## config.mk

```make
export PLATFORM = sky130hd
export DESIGN_NAME = bod_decoder
export DESIGN_NICKNAME = d
export VERILOG_FILES = /design/src/bod_pkg.sv /design/src/bod_fields.sv /design/src/bod_op_table.sv /design/src/bod_decoder.sv
export SDC_FILE = /design/constraint.sdc
export NUM_CORES = 1
export LEC_CHECK = 0
export ABC_AREA = 1
export BUFFER_PORTS_ARGS = -buffer_cell sky130_fd_sc_hd__buf_4
export CORE_MARGIN = 1.5
export CORE_UTILIZATION = 25
export DETAILED_ROUTE_END_ITERATION = 12
export HOLD_SLACK_MARGIN = 0.08
export SETUP_SLACK_MARGIN = 0.05
export SYNTH_ARGS = -nofsm -noshare
export SYNTH_HDL_FRONTEND = slang
export SYNTH_SLANG_ARGS = --single-unit
```

## constraint.sdc

```tcl
create_clock -name sys_clk -period 2.4 [get_ports sys_clk]
set_input_delay 0.48 -clock sys_clk [delete_from_list [all_inputs] [get_ports sys_clk]]
set_output_delay 0.48 -clock sys_clk [all_outputs]
set_load 0.02 [all_outputs]
```

## src/bod_pkg.sv

```systemverilog
/*
 Shared constants and types for the byte-oriented instruction decoder.
 Assumes 16-bit program words and an 8-bit datapath behind the decoder.
*/
`default_nettype none
package bod_pkg;
  // ------------------------------------------------------------
  // word layout
  // ------------------------------------------------------------
  localparam int WORD_W        = 16;
  localparam int FILE_W        = 8;
  localparam int FAR_W         = 12;
  localparam int TARGET_W      = 20;
  localparam int OFF_LONG_W    = 11;
  localparam int BITPOS_W      = 3;
  localparam int DEST_BIT      = 9;
  localparam int BANK_BIT      = 8;
  localparam int BITPOS_LSB    = 9;
  localparam int FAST_BIT      = 8;
  localparam logic [3:0] PREFIX_SECOND = 4'hF;
  localparam logic [3:0] PREFIX_MOVE   = 4'hC;
  localparam logic [WORD_W-1:0] WORD_NOP = 16'h0000;

  // ------------------------------------------------------------
  // status flag mask, one bit per flag
  // ------------------------------------------------------------
  localparam int FLAG_N_W = 5;
  localparam logic [FLAG_N_W-1:0] FLG_C     = 5'h01;
  localparam logic [FLAG_N_W-1:0] FLG_DC    = 5'h02;
  localparam logic [FLAG_N_W-1:0] FLG_Z     = 5'h04;
  localparam logic [FLAG_N_W-1:0] FLG_OV    = 5'h08;
  localparam logic [FLAG_N_W-1:0] FLG_N     = 5'h10;
  localparam logic [FLAG_N_W-1:0] FLG_NONE  = 5'h00;
  localparam logic [FLAG_N_W-1:0] FLG_ARITH = FLG_C | FLG_DC | FLG_Z
                                            | FLG_OV | FLG_N;
  localparam logic [FLAG_N_W-1:0] FLG_ZN    = FLG_Z | FLG_N;
  localparam logic [FLAG_N_W-1:0] FLG_CZN   = FLG_C | FLG_Z | FLG_N;

  // ------------------------------------------------------------
  // decoded operations
  // ------------------------------------------------------------
  typedef enum logic [4:0] {
    OP_NOP, OP_ADD, OP_ADDC, OP_AND, OP_OR, OP_XOR, OP_COM, OP_MUL,
    OP_RLC, OP_RLN, OP_RRC, OP_RRN, OP_CPEQ, OP_CPGT, OP_CPLT,
    OP_DECSZ, OP_DECSNZ, OP_INCSZ, OP_INCSNZ, OP_SUB, OP_SUBB,
    OP_SUBRB, OP_MOVE, OP_GOTO, OP_CALL, OP_BRA, OP_BCOND, OP_OTHER
  } bod_op_t;

  // gray along exec -> word2 / exec -> flush; exec -> flush2 flips both bits
  typedef enum logic [1:0] {
    ST_EXEC   = 2'h0,
    ST_WORD2  = 2'h1,
    ST_FLUSH  = 2'h2,
    ST_FLUSH2 = 2'h3
  } bod_state_t;

  localparam logic [FILE_W-1:0] ADDR_RST = 8'h00;
endpackage : bod_pkg
`default_nettype wire

```

## src/bod_fields.sv

```systemverilog
/*
 Operand field extraction, the same for every word format.
 Assumes a word straight from program memory; purely combinational.
*/
`timescale 1ns/10ps
`default_nettype none
module bod_fields (
  // word in
  input  wire logic [bod_pkg::WORD_W-1:0]     word,
  // operand fields
  output logic [bod_pkg::FILE_W-1:0]          file_addr,
  output logic                                dest_bit,
  output logic                                bank_bit,
  output logic [bod_pkg::BITPOS_W-1:0]        bit_pos,
  output logic [bod_pkg::FILE_W-1:0]          literal,
  output logic [bod_pkg::FAR_W-1:0]           far_field,
  output logic [bod_pkg::OFF_LONG_W-1:0]      off_long,
  output logic [bod_pkg::FILE_W-1:0]          off_short,
  output logic                                fast_bit
);
  import bod_pkg::*;

  // every field is cut for every word; consumers pick
  assign file_addr = word[FILE_W-1:0];
  assign dest_bit  = word[DEST_BIT];
  assign bank_bit  = word[BANK_BIT];
  assign bit_pos   = word[BITPOS_LSB +: BITPOS_W];
  assign literal   = word[FILE_W-1:0];
  assign far_field = word[FAR_W-1:0];
  assign off_long  = word[OFF_LONG_W-1:0];
  assign off_short = word[FILE_W-1:0];
  assign fast_bit  = word[FAST_BIT];
endmodule : bod_fields
`default_nettype wire

```

## src/bod_op_table.sv

```systemverilog
/*
 Opcode classification of one program word.
 Assumes the word is a first word; second words are sorted out upstream.
*/
`timescale 1ns/10ps
`default_nettype none
module bod_op_table (
  // word in
  input  wire logic [bod_pkg::WORD_W-1:0]    word,
  // classification
  output bod_pkg::bod_op_t                   op,
  output logic [bod_pkg::FLAG_N_W-1:0]       flags,
  output logic                               cond_op,
  output logic                               two_word,
  output logic                               has_dest,
  output logic                               self_mod
);
  import bod_pkg::*;

  always_comb begin
    op       = OP_OTHER;
    flags    = FLG_NONE;
    cond_op  = 1'b0;
    has_dest = 1'b1;
    self_mod = 1'b1;
    casez (word[15:8])
      8'b0010_01??: begin op = OP_ADD;  flags = FLG_ARITH; end
      8'b0010_00??: begin op = OP_ADDC; flags = FLG_ARITH; end
      8'b0001_00??: begin op = OP_OR;   flags = FLG_ZN; end
      8'b0001_01??: begin op = OP_AND;  flags = FLG_ZN; end
      8'b0001_10??: begin op = OP_XOR;  flags = FLG_ZN; end
      8'b0001_11??: begin op = OP_COM;  flags = FLG_ZN; end
      8'b0000_001?: begin op = OP_MUL;  has_dest = 1'b0; end
      8'b0011_01??: begin op = OP_RLC;  flags = FLG_CZN; end
      8'b0100_01??: begin op = OP_RLN;  flags = FLG_ZN; end
      8'b0011_00??: begin op = OP_RRC;  flags = FLG_CZN; end
      8'b0100_00??: begin op = OP_RRN;  flags = FLG_ZN; end
      8'b0110_001?: begin
        op = OP_CPEQ; cond_op = 1'b1; has_dest = 1'b0;
        self_mod = 1'b0;
      end
      8'b0110_010?: begin
        op = OP_CPGT; cond_op = 1'b1; has_dest = 1'b0;
        self_mod = 1'b0;
      end
      8'b0110_000?: begin
        op = OP_CPLT; cond_op = 1'b1; has_dest = 1'b0;
        self_mod = 1'b0;
      end
      8'b0010_11??: begin op = OP_DECSZ;  cond_op = 1'b1; end
      8'b0100_11??: begin op = OP_DECSNZ; cond_op = 1'b1; end
      8'b0011_11??: begin op = OP_INCSZ;  cond_op = 1'b1; end
      8'b0100_10??: begin op = OP_INCSNZ; cond_op = 1'b1; end
      8'b0101_11??: begin op = OP_SUB;   flags = FLG_ARITH; end
      8'b0101_10??: begin op = OP_SUBB;  flags = FLG_ARITH; end
      8'b0101_01??: begin op = OP_SUBRB; flags = FLG_ARITH; end
      8'b1100_????: op = OP_MOVE;
      8'b1110_1111: op = OP_GOTO;
      8'b1110_110?: op = OP_CALL;
      8'b1101_0???: op = OP_BRA;
      8'b1110_0???: begin op = OP_BCOND; cond_op = 1'b1; end
      8'b1111_????: op = OP_NOP;
      default:      op = OP_OTHER;
    endcase
    if (word == WORD_NOP)
      op = OP_NOP;
    if (op inside {OP_MOVE, OP_GOTO, OP_CALL, OP_BRA, OP_BCOND, OP_NOP,
                   OP_OTHER}) begin
      has_dest = 1'b0;
      self_mod = 1'b0;
    end
  end

  assign two_word = (op == OP_MOVE) || (op == OP_GOTO) || (op == OP_CALL);
endmodule : bod_op_table
`default_nettype wire

```

## src/bod_decoder.sv

```systemverilog
/*
 Top of the byte-oriented instruction decoder: sequences first and second
 words, flushes after branches and taken skips, registers all controls.
 Assumes program memory offers one word per cycle with word_valid, and the
 datapath reports a taken test on cond_true in the same cycle that issue is high.
*/
// What this block does
// - destination bit clear sends result to accumulator, set to register.
// - bank bit clear forces access bank, set uses bank select register.
// - two-word move takes 12-bit source, then 12-bit destination word.
// - bit operations expose a 3-bit bit position field.
// - literal operand is the low byte of the word.
// - goto and call build a 20-bit target from both words.
// - call first word carries a fast-mode bit passed to call logic.
// - always-branch uses 11-bit offset, conditional branches 8-bit.
// - add forms decode under 0010 and update all arithmetic flags.
// - logical forms decode under 0001 and update zero and negative.
// - multiply decodes as 0000 001a and alters no flags.
// - rotates decode under 0011/0100; through-carry forms update C, Z, N.
// - compare-and-skip forms decode under 0110 and alter no flags.
// - counting skips decode as listed and leave flags unchanged.
// - subtract forms decode under 0101 and update arithmetic flags.
// - always-branch or taken test costs a second cycle run as a no-op.
// - a lone second word executes as a no-op.
// - read-modify-write on a port register reads the pins.
// - qualifying op on the timer count clears an assigned prescaler.
// - call with fast bit set saves shadow registers, else untouched.
`timescale 1ns/10ps
`default_nettype none
module bod_decoder #(
  parameter logic [7:0] TIMER_ADDR = 8'h00,
  parameter logic [7:0] PORT_LO    = 8'h80,
  parameter logic [7:0] PORT_HI    = 8'h8F
) (
  // clock and reset
  input  wire logic                              sys_clk,
  input  wire logic                              reset_n,
  // program memory side
  input  wire logic [bod_pkg::WORD_W-1:0]        word,
  input  wire logic                              word_valid,
  // datapath feedback
  input  wire logic                              cond_true,
  input  wire logic                              prescaler_assigned,
  // decoded operation
  output logic                                   issue,
  output bod_pkg::bod_op_t                       op,
  output logic [bod_pkg::FLAG_N_W-1:0]           flags_upd,
  output logic                                   cond_op,
  // operand fields
  output logic                                   dest_to_reg,
  output logic                                   use_bank_sel,
  output logic [bod_pkg::FILE_W-1:0]             file_addr,
  output logic [bod_pkg::BITPOS_W-1:0]           bit_pos,
  output logic [bod_pkg::FILE_W-1:0]             literal,
  output logic [bod_pkg::OFF_LONG_W-1:0]         branch_off_long,
  output logic [bod_pkg::FILE_W-1:0]             branch_off_short,
  // two-word results
  output logic [bod_pkg::FAR_W-1:0]              move_src,
  output logic [bod_pkg::FAR_W-1:0]              move_dst,
  output logic [bod_pkg::TARGET_W-1:0]           jump_target,
  output logic                                   call_fast,
  output logic                                   shadow_save,
  // side effects
  output logic                                   read_from_pins,
  output logic                                   prescaler_clear
);
  import bod_pkg::*;

  // an empty port window would make the pin-read decode dead logic
  if (PORT_LO > PORT_HI) begin : g_bad_port_range
    $error("port range is empty");
  end

  // ------------------------------------------------------------
  // word classification
  // ------------------------------------------------------------
  bod_op_t                 w_op;
  logic [FLAG_N_W-1:0]     w_flags;
  logic                    w_cond;
  logic                    w_two;
  logic                    w_has_dest;
  logic                    w_self_mod;
  logic [FILE_W-1:0]       w_file;
  logic                    w_dest;
  logic                    w_bank;
  logic [BITPOS_W-1:0]     w_bitpos;
  logic [FILE_W-1:0]       w_lit;
  logic [FAR_W-1:0]        w_far;
  logic [OFF_LONG_W-1:0]   w_off_long;
  logic [FILE_W-1:0]       w_off_short;
  logic                    w_fast;

  bod_op_table u_table (
    .word     (word),
    .op       (w_op),
    .flags    (w_flags),
    .cond_op  (w_cond),
    .two_word (w_two),
    .has_dest (w_has_dest),
    .self_mod (w_self_mod)
  );

  bod_fields u_fields (
    .word      (word),
    .file_addr (w_file),
    .dest_bit  (w_dest),
    .bank_bit  (w_bank),
    .bit_pos   (w_bitpos),
    .literal   (w_lit),
    .far_field (w_far),
    .off_long  (w_off_long),
    .off_short (w_off_short),
    .fast_bit  (w_fast)
  );

  // ------------------------------------------------------------
  // state
  // ------------------------------------------------------------
  typedef struct packed {
    bod_state_t            fsm;
    logic                  flush_pend;
    logic                  issue;
    bod_op_t               op;
    logic [FLAG_N_W-1:0]   flags;
    logic                  cond_op;
    logic                  dest_to_reg;
    logic                  use_bank_sel;
    logic [FILE_W-1:0]     file_addr;
    logic [BITPOS_W-1:0]   bit_pos;
    logic [FILE_W-1:0]     literal;
    logic [OFF_LONG_W-1:0] off_long;
    logic [FILE_W-1:0]     off_short;
    logic [FAR_W-1:0]      move_src;
    logic [FAR_W-1:0]      move_dst;
    logic [TARGET_W-1:0]   target;
    logic                  call_fast;
    logic                  shadow_save;
    logic                  read_pins;
    logic                  presc_clear;
    bod_op_t               held_op;
  } bod_regs_t;

  bod_regs_t s_q;
  bod_regs_t s_d;
  logic      flush_now;
  logic      in_port;

  // a taken test flushes the word that arrives alongside or next
  assign flush_now = s_q.flush_pend
                   | (s_q.issue & s_q.cond_op & cond_true);
  assign in_port   = !w_bank && (w_file >= PORT_LO)
                   && (w_file <= PORT_HI);

  always_comb begin
    s_d             = s_q;
    s_d.issue       = 1'b0;
    s_d.shadow_save = 1'b0;
    s_d.presc_clear = 1'b0;
    s_d.read_pins   = 1'b0;
    if (!word_valid) begin
      // stalled fetch must not lose a taken test
      s_d.flush_pend = flush_now;
    end else begin
      s_d.flush_pend = 1'b0;
      unique case (s_q.fsm)
        ST_EXEC: begin
          if (flush_now) begin
            s_d.issue   = 1'b1;
            s_d.op      = OP_NOP;
            s_d.flags   = FLG_NONE;
            s_d.cond_op = 1'b0;
            // skipping a two-word op costs a third cycle
            if (w_two)
              s_d.fsm = ST_FLUSH2;
          end else begin
            s_d.dest_to_reg  = w_dest;
            s_d.use_bank_sel = w_bank;
            s_d.file_addr    = w_file;
            s_d.bit_pos      = w_bitpos;
            s_d.literal      = w_lit;
            s_d.off_long     = w_off_long;
            s_d.off_short    = w_off_short;
            if (w_two) begin
              s_d.held_op   = w_op;
              s_d.move_src  = w_far;
              s_d.target    = {{(TARGET_W-FILE_W){1'b0}}, w_lit};
              s_d.call_fast = w_fast && (w_op == OP_CALL);
              s_d.fsm       = ST_WORD2;
            end else begin
              s_d.issue   = 1'b1;
              s_d.op      = w_op;
              s_d.flags   = w_flags;
              s_d.cond_op = w_cond;
              // port writes back what the pins show
              s_d.read_pins = w_self_mod && in_port
                            && (!w_has_dest || w_dest);
              // timer count write resets its prescaler
              s_d.presc_clear = w_self_mod && prescaler_assigned
                              && !w_bank && (w_file == TIMER_ADDR)
                              && (!w_has_dest || w_dest);
              if (w_op == OP_BRA)
                s_d.fsm = ST_FLUSH;
            end
          end
        end
        ST_WORD2: begin
          s_d.issue   = 1'b1;
          s_d.flags   = FLG_NONE;
          s_d.cond_op = 1'b0;
          s_d.fsm     = ST_EXEC;
          if (word[WORD_W-1 -: 4] == PREFIX_SECOND) begin
            s_d.op = s_q.held_op;
            if (s_q.held_op == OP_MOVE)
              s_d.move_dst = w_far;
            else
              s_d.target = {w_far, s_q.target[FILE_W-1:0]};
            // fast call saves shadows, plain call leaves them
            s_d.shadow_save = (s_q.held_op == OP_CALL) && s_q.call_fast;
          end else begin
            // broken pair: run as no-op rather than guess
            s_d.op        = OP_NOP;
            s_d.call_fast = 1'b0;
          end
        end
        ST_FLUSH, ST_FLUSH2: begin
          // discarded word runs as a no-op
          s_d.issue   = 1'b1;
          s_d.op      = OP_NOP;
          s_d.flags   = FLG_NONE;
          s_d.cond_op = 1'b0;
          s_d.fsm     = ST_EXEC;
        end
      endcase
    end
  end

  always_ff @(posedge sys_clk) begin
    if (!reset_n) begin
      s_q              <= '0;
      s_q.fsm          <= ST_EXEC;
      s_q.op           <= OP_NOP;
      s_q.held_op      <= OP_NOP;
      s_q.file_addr    <= ADDR_RST;
    end else begin
      s_q <= s_d;
    end
  end

  // ------------------------------------------------------------
  // outputs
  // ------------------------------------------------------------
  assign issue            = s_q.issue;
  assign op               = s_q.op;
  assign flags_upd        = s_q.flags;
  assign cond_op          = s_q.cond_op;
  assign dest_to_reg      = s_q.dest_to_reg;
  assign use_bank_sel     = s_q.use_bank_sel;
  assign file_addr        = s_q.file_addr;
  assign bit_pos          = s_q.bit_pos;
  assign literal          = s_q.literal;
  assign branch_off_long  = s_q.off_long;
  assign branch_off_short = s_q.off_short;
  assign move_src         = s_q.move_src;
  assign move_dst         = s_q.move_dst;
  assign jump_target      = s_q.target;
  assign call_fast        = s_q.call_fast;
  assign shadow_save      = s_q.shadow_save;
  assign read_from_pins   = s_q.read_pins;
  assign prescaler_clear  = s_q.presc_clear;

  logic normal_take;
  assign normal_take = word_valid && (s_q.fsm == ST_EXEC) && !flush_now;
endmodule : bod_decoder
`default_nettype wire

```

==> results of run 1 <==
[layer usage]
layer / GRT usage, % / share of wire [%] / up-vias
met5: 0 / 0 / -
met4: 5.07 / 1.7 / 0
met3: 2.63 / 6.8 / 15
met2: 21.9 / 46 / 148
met1: 17.6 / 45 / 1701
li1: - / - / 1881
[worst max-delay path, delay by kind of cell, from the launching register on]
kind,cells,cell delay [ns]
AO/OA/AOI/OAI,4,1.24
flip-flops,1,0.31
AND/OR/NAND/NOR,1,0.30
[state kept, by name (all words and copies together), names as in the netlist]
register	count
branch_off_long	9
prescaler_clear	1
issue	1
move_dst	12
call_fast	1
jump_target	20
cond_op	1
read_from_pins	1
op	5
move_src	12
shadow_save	1
s_q	8
flags_upd	3
bit_pos	3
[path summary, 6_finish.rpt]
| kind | from | to | slack [ns] | cells after the start |
|---|---|---|---|---|
| hold reg to reg | jump_target[11] | jump_target[11] | 0.46 | 2 |
| setup / recovery | issue | jump_target[19] | 0.47 | 5 |
| setup reg to reg | issue | jump_target[19] | 0.47 | 5 |
| hold / removal | word_valid | s_q[105] | 0.34 | 2 |
[cells in the final DEF (no fill, tap or decap), types with 3 or more instances in the layout]
master / Yosys / layout
nor2_1: 47 / 47
nand4_1: 4 / 4
inv_1: 40 / 40
nor2_2: 7 / 7
clkinvlp_4: 0 / 3
o22ai_1: 5 / 5
nor3_1: 5 / 5
clkbuf_16: 0 / 9
a21oi_1: 70 / 70
a31oi_1: 3 / 3
buf_4: 95 / 136
nand2_1: 113 / 113
inv_2: 5 / 5
o21ai_0: 28 / 28
nand3_1: 28 / 28
nand3_2: 3 / 3
dfxtp_1: 78 / 78
a211oi_1: 4 / 4
nand3b_1: 13 / 13
[power groups by stage]
stage	Sequential, W	Combinational (W)	Clock [W]
CTS	0.00140	0.000687	0.00138
floorplan	0.00142	0.000521	0
global route	0.00140	0.000740	0.00143
finish	0.00139	0.000682	0.00134
detailed placement	0.00143	0.000686	0
global placement	0.00142	0.000688	0
[through the flow]
stage          worst slack [ns]  hold WS, ns
2_1_floorplan             0.522        0.441
3_3_place_gp              0.121        0.454
3_5_place_dp              0.178        0.456
4_1_cts                   0.445        0.334
5_1_grt                   0.340        0.341
6_report                  0.473        0.344
[area by class of cell]
| type | instances | area [µm²] |
|---|---|---|
| Clock buffer | 10 | 229 |
| Clock inverter | 6 | 62.6 |
| Fill cell | 1811 | 11600 |
| Inverter | 47 | 181 |
| Multi-Input combinational cell | 345 | 1690 |
| Sequential cell | 78 | 1560 |
| Tap cell | 220 | 275 |
| Timing Repair Buffer | 136 | 1020 |
[logic make-up after synthesis]
logic type             count (synthesis)  share of synthesized area [%]
AND/OR/NAND/NOR                      228                           24.6
buffers and inverters                162                           23.3
AO/OA/AOI/OAI                        117                           15.2
flip-flops                            78                           36.9
==> qor.csv, run 1 <==
metric,value,unit
Post-CTS Resized,0,
Setup-failing EPs final,0,
P per Cell Area,681,nW/µm²
Comb pwr share,20.0,%
final WL,11800,µm
sequential-to-total area share from yosys stat,36.9,%
most frequent cell after synthesis,nand2_1,
Slew HR,62.9,%
ratio of cells with drive above 1 in the final layout,28.3,%
max-cap violations,0,
fin crit period,1.93,ns
post-synth top area share,36.9,%
first drt pass iteration count,5,
crit path kind,register to register,
Net Sw Frac,29.6,%
Worst-path clk slew,0.06,ns
Yosys warning count,0,
crit path launch type,register,
Switch Pwr,0.00101,W
GRT Total Usage,13.4,%
internal power,0.00241,W
Clock Skews,0.00630,ns
CP max stage delay,0.42,ns
arrival time at the worst endpoint,2.20,ns
DR iter-0 viols,334,
Synth Instances,585,
Tcrit/Tclk final,80.3,%
outcome,finished clean,
"Max FO, Critical Path",24,
clk root buf,clkbuf_16,
RSZ-0062 raised after global routing,no,
initial antenna violation count,0,
final-report hold violation count,0,
max frequency,519,MHz
wire length of the first global-routing pass,18500,µm
Worst-Skew Late Latency,0.34,ns
largest net degree at the start of global routing,28,
hold buffers post-CTS,0,
initial core utilization,25.5,%
die extent in y,133,µm
Syn Std Cell Area,4230,µm²
Final ANT Viol Nets,0,
clock power share,39.2,%
Commonest cells post-synth,"113 x nand2_1, 95 x buf_4, 78 x dfxtp_1",
Area growth syn-to-layout,18.5,%
Peak VDD IR,0.252,mV
CP endpoint kind,register,
Die X,133,µm
final cell utilization of the core,30.2,%
DRC,0,
number of H-tree levels,3,
final max-slew violation count,0,
setup bufs post-CTS,0,
antenna cells,0,
CTS tree,built,
Seq pwr share,40.8,%
Netlist cell types,32,
DR vias,3745,
Synth Area per Inst,7.24,µm²
Nets,638,
area post-placement,4720,µm²
core box area,16600,µm²
Final Cell Area,5020,µm²
Design Power,0.00342,W
"EDFF count, synth",0,
hpwl dp,8900,µm
Rows,47,
Critical-path top delay cell,a211oi_1,
Sink Count,78,
global route overflow,0,
io pins,121,
Post-Syn Nets,606,
CTS max path bufs,2,
RePlAce Congestion,0.886,
Slew @ Worst Pin,0.556,ns
setup TNS,0,ns
worst path cell trace,a31o_2 > a211oi_1 > o2111ai_4 > nand3b_1 > a21oi_1,
largest cells by area after synthesis,"dfxtp_1 37%, buf_4 17%, nand2_1 10%, a21oi_1 8.3%, nor2_1 4.2%",
Async SR Flop Fraction,0,%
WL/cell,14.0,µm
worst path required time,2.68,ns
Synth area leader,dfxtp_1,
Die Area,17700,µm²
Buffers on Ports,120,
Seq cells post-synth,78,
Placed Cells,826,
"Top FF cell, synth",dfxtp_1,
number of CTS-inserted buffers,9,
leakage power,2.30,nW
worst hold path type,input port to register,
vias in the first global route,3382,
fin cells,842,
routed vias/inst,4.45,
No activity file was read; power rests on OpenSTA's default activity.
==> inputs of run 2 (changes only) <==
Settings changed: ABC_AREA 1 to 0.
Clock period 2.4 ns to 2 ns, I/O delays scaled along.
==> qor.csv, run 2 <==
metric,value,unit
outcome,finished clean,
met3 global-route usage,2.83,%
GRT Total Usage,14.2,%
worst hold path type,input port to register,
CTS tree,built,
routed vias/inst,4.52,
DRC,0,
final cell utilization of the core,33.2,%
RSZ-0062 raised after global routing,no,
sequential-to-total area share from yosys stat,34.5,%
initial core utilization,25.9,%
largest cells by area after synthesis,"dfxtp_1 35%, buf_4 16%, nand2_1 6.5%, a21boi_0 4.8%, nand3_1 3.4%",
combinational family with the most area after synthesis,simple AND/OR/NAND/NOR gates,
CP endpoint kind,register,
final-report hold violation count,0,
WL/cell,15.7,µm
number of H-tree levels,3,
fin cells,850,
most frequent cell after synthesis,buf_4,
DR vias,3844,
clk root buf,clkbuf_16,
worst hold endpoint,prescaler_clear,
crit path launch type,input port,
final WL,13300,µm
xor and xnor area share after synthesis,0.581,%
hold path depth,2,
R2R setup slack,0.27,ns
arrival time at the worst endpoint,2.15,ns
Synth Instances,541,
Final Hold Slack,0.342,ns
die extent in y,137,µm
RePlAce Congestion,0.839,
Tcrit/Tclk final,94.1,%
post-synth top area share,34.5,%
Async SR Flop Fraction,0,%
Peak VDD IR,0.377,mV
met1 Use GR,18.8,%
core box area,17500,µm²
Slew @ Worst Pin,0.605,ns
Synth Area per Inst,8.36,µm²
Worst-Skew Late Latency,0.34,ns
leakage power,2.42,nW
compound-gate portion of the synthesized area,17.8,%
vias in the first global route,3531,
Seq cells post-synth,78,
hpwl dp,9970,µm
antenna cells,0,
Post-Syn Nets,562,
max frequency,531,MHz
first drt pass iteration count,4,
Final ANT Viol Nets,0,
Setup-failing EPs final,0,
Synth Area in Adders,0,%
Die Area,18900,µm²
Critical-path top delay cell,nor4_4,
Rows,48,
Slew HR,59.3,%
CP most frequent cell,buf_4,
"EDFF count, synth",0,
Nets,641,
Syn Std Cell Area,4520,µm²
worst r2r src,issue,
initial antenna violation count,0,
worst path cell trace,buf_4 > buf_4 > xor2_1 > a21oi_1 > a31oi_2 > nor4_4 > a311oi_2 > buf_4 > o21ai_1,
max-cap violations,0,
setup bufs post-CTS,0,
Netlist cell types,70,
"Max FO, Critical Path",16,
worst path required time,2.27,ns
CTS max path bufs,2,
Area growth syn-to-layout,28.4,%
final max-slew violation count,0,
DR iter-0 viols,186,
ratio of cells with drive above 1 in the final layout,37.3,%
"most common cell after layout, fill and taps aside",buf_4,
number of CTS-inserted buffers,9,
largest net degree at the start of global routing,64,
crit path kind,input port to register,
max reg flops,20,
Yosys warning count,0,
global route overflow,0,
io pins,121,
"leading cell types in the layout, fill and taps excluded","192 x buf_4, 78 x nand2_1, 78 x dfxtp_1, 30 x nand3_1, 29 x a21boi_0",
Buffers on Ports,120,
fillers,1846,
path depth of the worst reg2reg path,6,
CP max stage delay,0.37,ns
simple-gate area share of the yosys netlist,24.2,%
Worst R2R End,jump_target[8],
Commonest cells post-synth,"96 x buf_4, 78 x dfxtp_1, 78 x nand2_1",
Synth area leader,dfxtp_1,
Worst-path clk slew,0.07,ns
P per Cell Area,709,nW/µm²
"Top FF cell, synth",dfxtp_1,
Placed Cells,834,
post-synthesis mux area share,3.13,%
Die X,137,µm
Sink Count,78,
wire length of the first global-routing pass,19900,µm
Design Power,0.00412,W
M2 GR Usage,22.3,%
Clock Skews,0.0104,ns
setup TNS,0,ns
HP Start,prescaler_assigned,
fin crit period,1.88,ns
global route hottest layer,met2,
-- run 2: cell types whose count changed after synthesis, moves of 6 or more --
cell      before  now
a21oi_1       70    3
inv_1         40    4
nand2_1      113   78
nor2_1        47   17
a21boi_0       1   29
nor2b_1        0   22
o21ai_0       28    9
a21boi_1       0   18
mux2i_1        0   13
nand3b_1      13    3
nand2b_1       0    9
and2_1         0    7
clkbuf_1      12   19
nor2_2         7    1
-- run 2: logic make-up after synthesis --
group           Yosys count
compound gates          106
xor+xnor                  3
buf+inv                 131
flops                    78
simple gates            209
mux                      14
-- run 2: final cells by class --
type	instances	area, µm²	area share (%)
inverters	4	15.0	0.259
repair buffers	195	1500	25.9
multi-input cells	332	2110	36.4
flip-flops and latches	78	1560	26.9
clock buffers	10	239	4.12
well taps	225	282	4.85
clock inverters	6	93.8	1.62
-- run 2: critical path, delay by kind of cell --
family / cells / cell delay [ns]
buffers and inverters: 3 / 0.50
AO/OA/AOI/OAI: 4 / 0.71
AND/OR/NAND/NOR: 1 / 0.37
XOR/XNOR: 1 / 0.15
-- run 2: layer usage --
layer | routed length, µm | share of wire [%]
met1 | 6460 | 49
met2 | 5980 | 45
met3 | 715 | 5.4
met4 | 148 | 1.1
met5 | 0 | 0
-- run 2: repair_timing --
item,in CTS,in global routing
hold buffers,0,0
setup endpoints to repair,2,2
gates resized for setup,1,3
-- run 2: metrics by stage --
step,worst slack [ns],cell area [µm²]
4_1_cts,0.0960,5790
5_1_grt,0.0597,5800
2_1_floorplan,0.0514,4550
3_3_place_gp,-0.374,5450
3_5_place_dp,-0.327,5450
6_report,0.117,5800
-- run 2: worst max path at each step --
stage	start	end	cells after the start
global placement	word[12]	op[0]	9
finish	word[12]	op[0]	9
floorplan	word[12]	read_from_pins	7
global route	word[15]	jump_target[19]	8
CTS	word[14]	op[0]	8
detailed placement	word[12]	op[0]	9
-- run 2: where the power goes --
| part | leakage, nW | total (W) | switching (W) | internal, W |
|---|---|---|---|---|
| Sequential | 0.633 | 0.00163 | 0.0000347 | 0.00159 |
| Combinational | 1.63 | 0.000656 | 0.000359 | 0.000297 |
| Clock | 0.159 | 0.00184 | 0.000700 | 0.00114 |
| Total | 2.42 | 0.00412 | 0.00109 | 0.00302 |
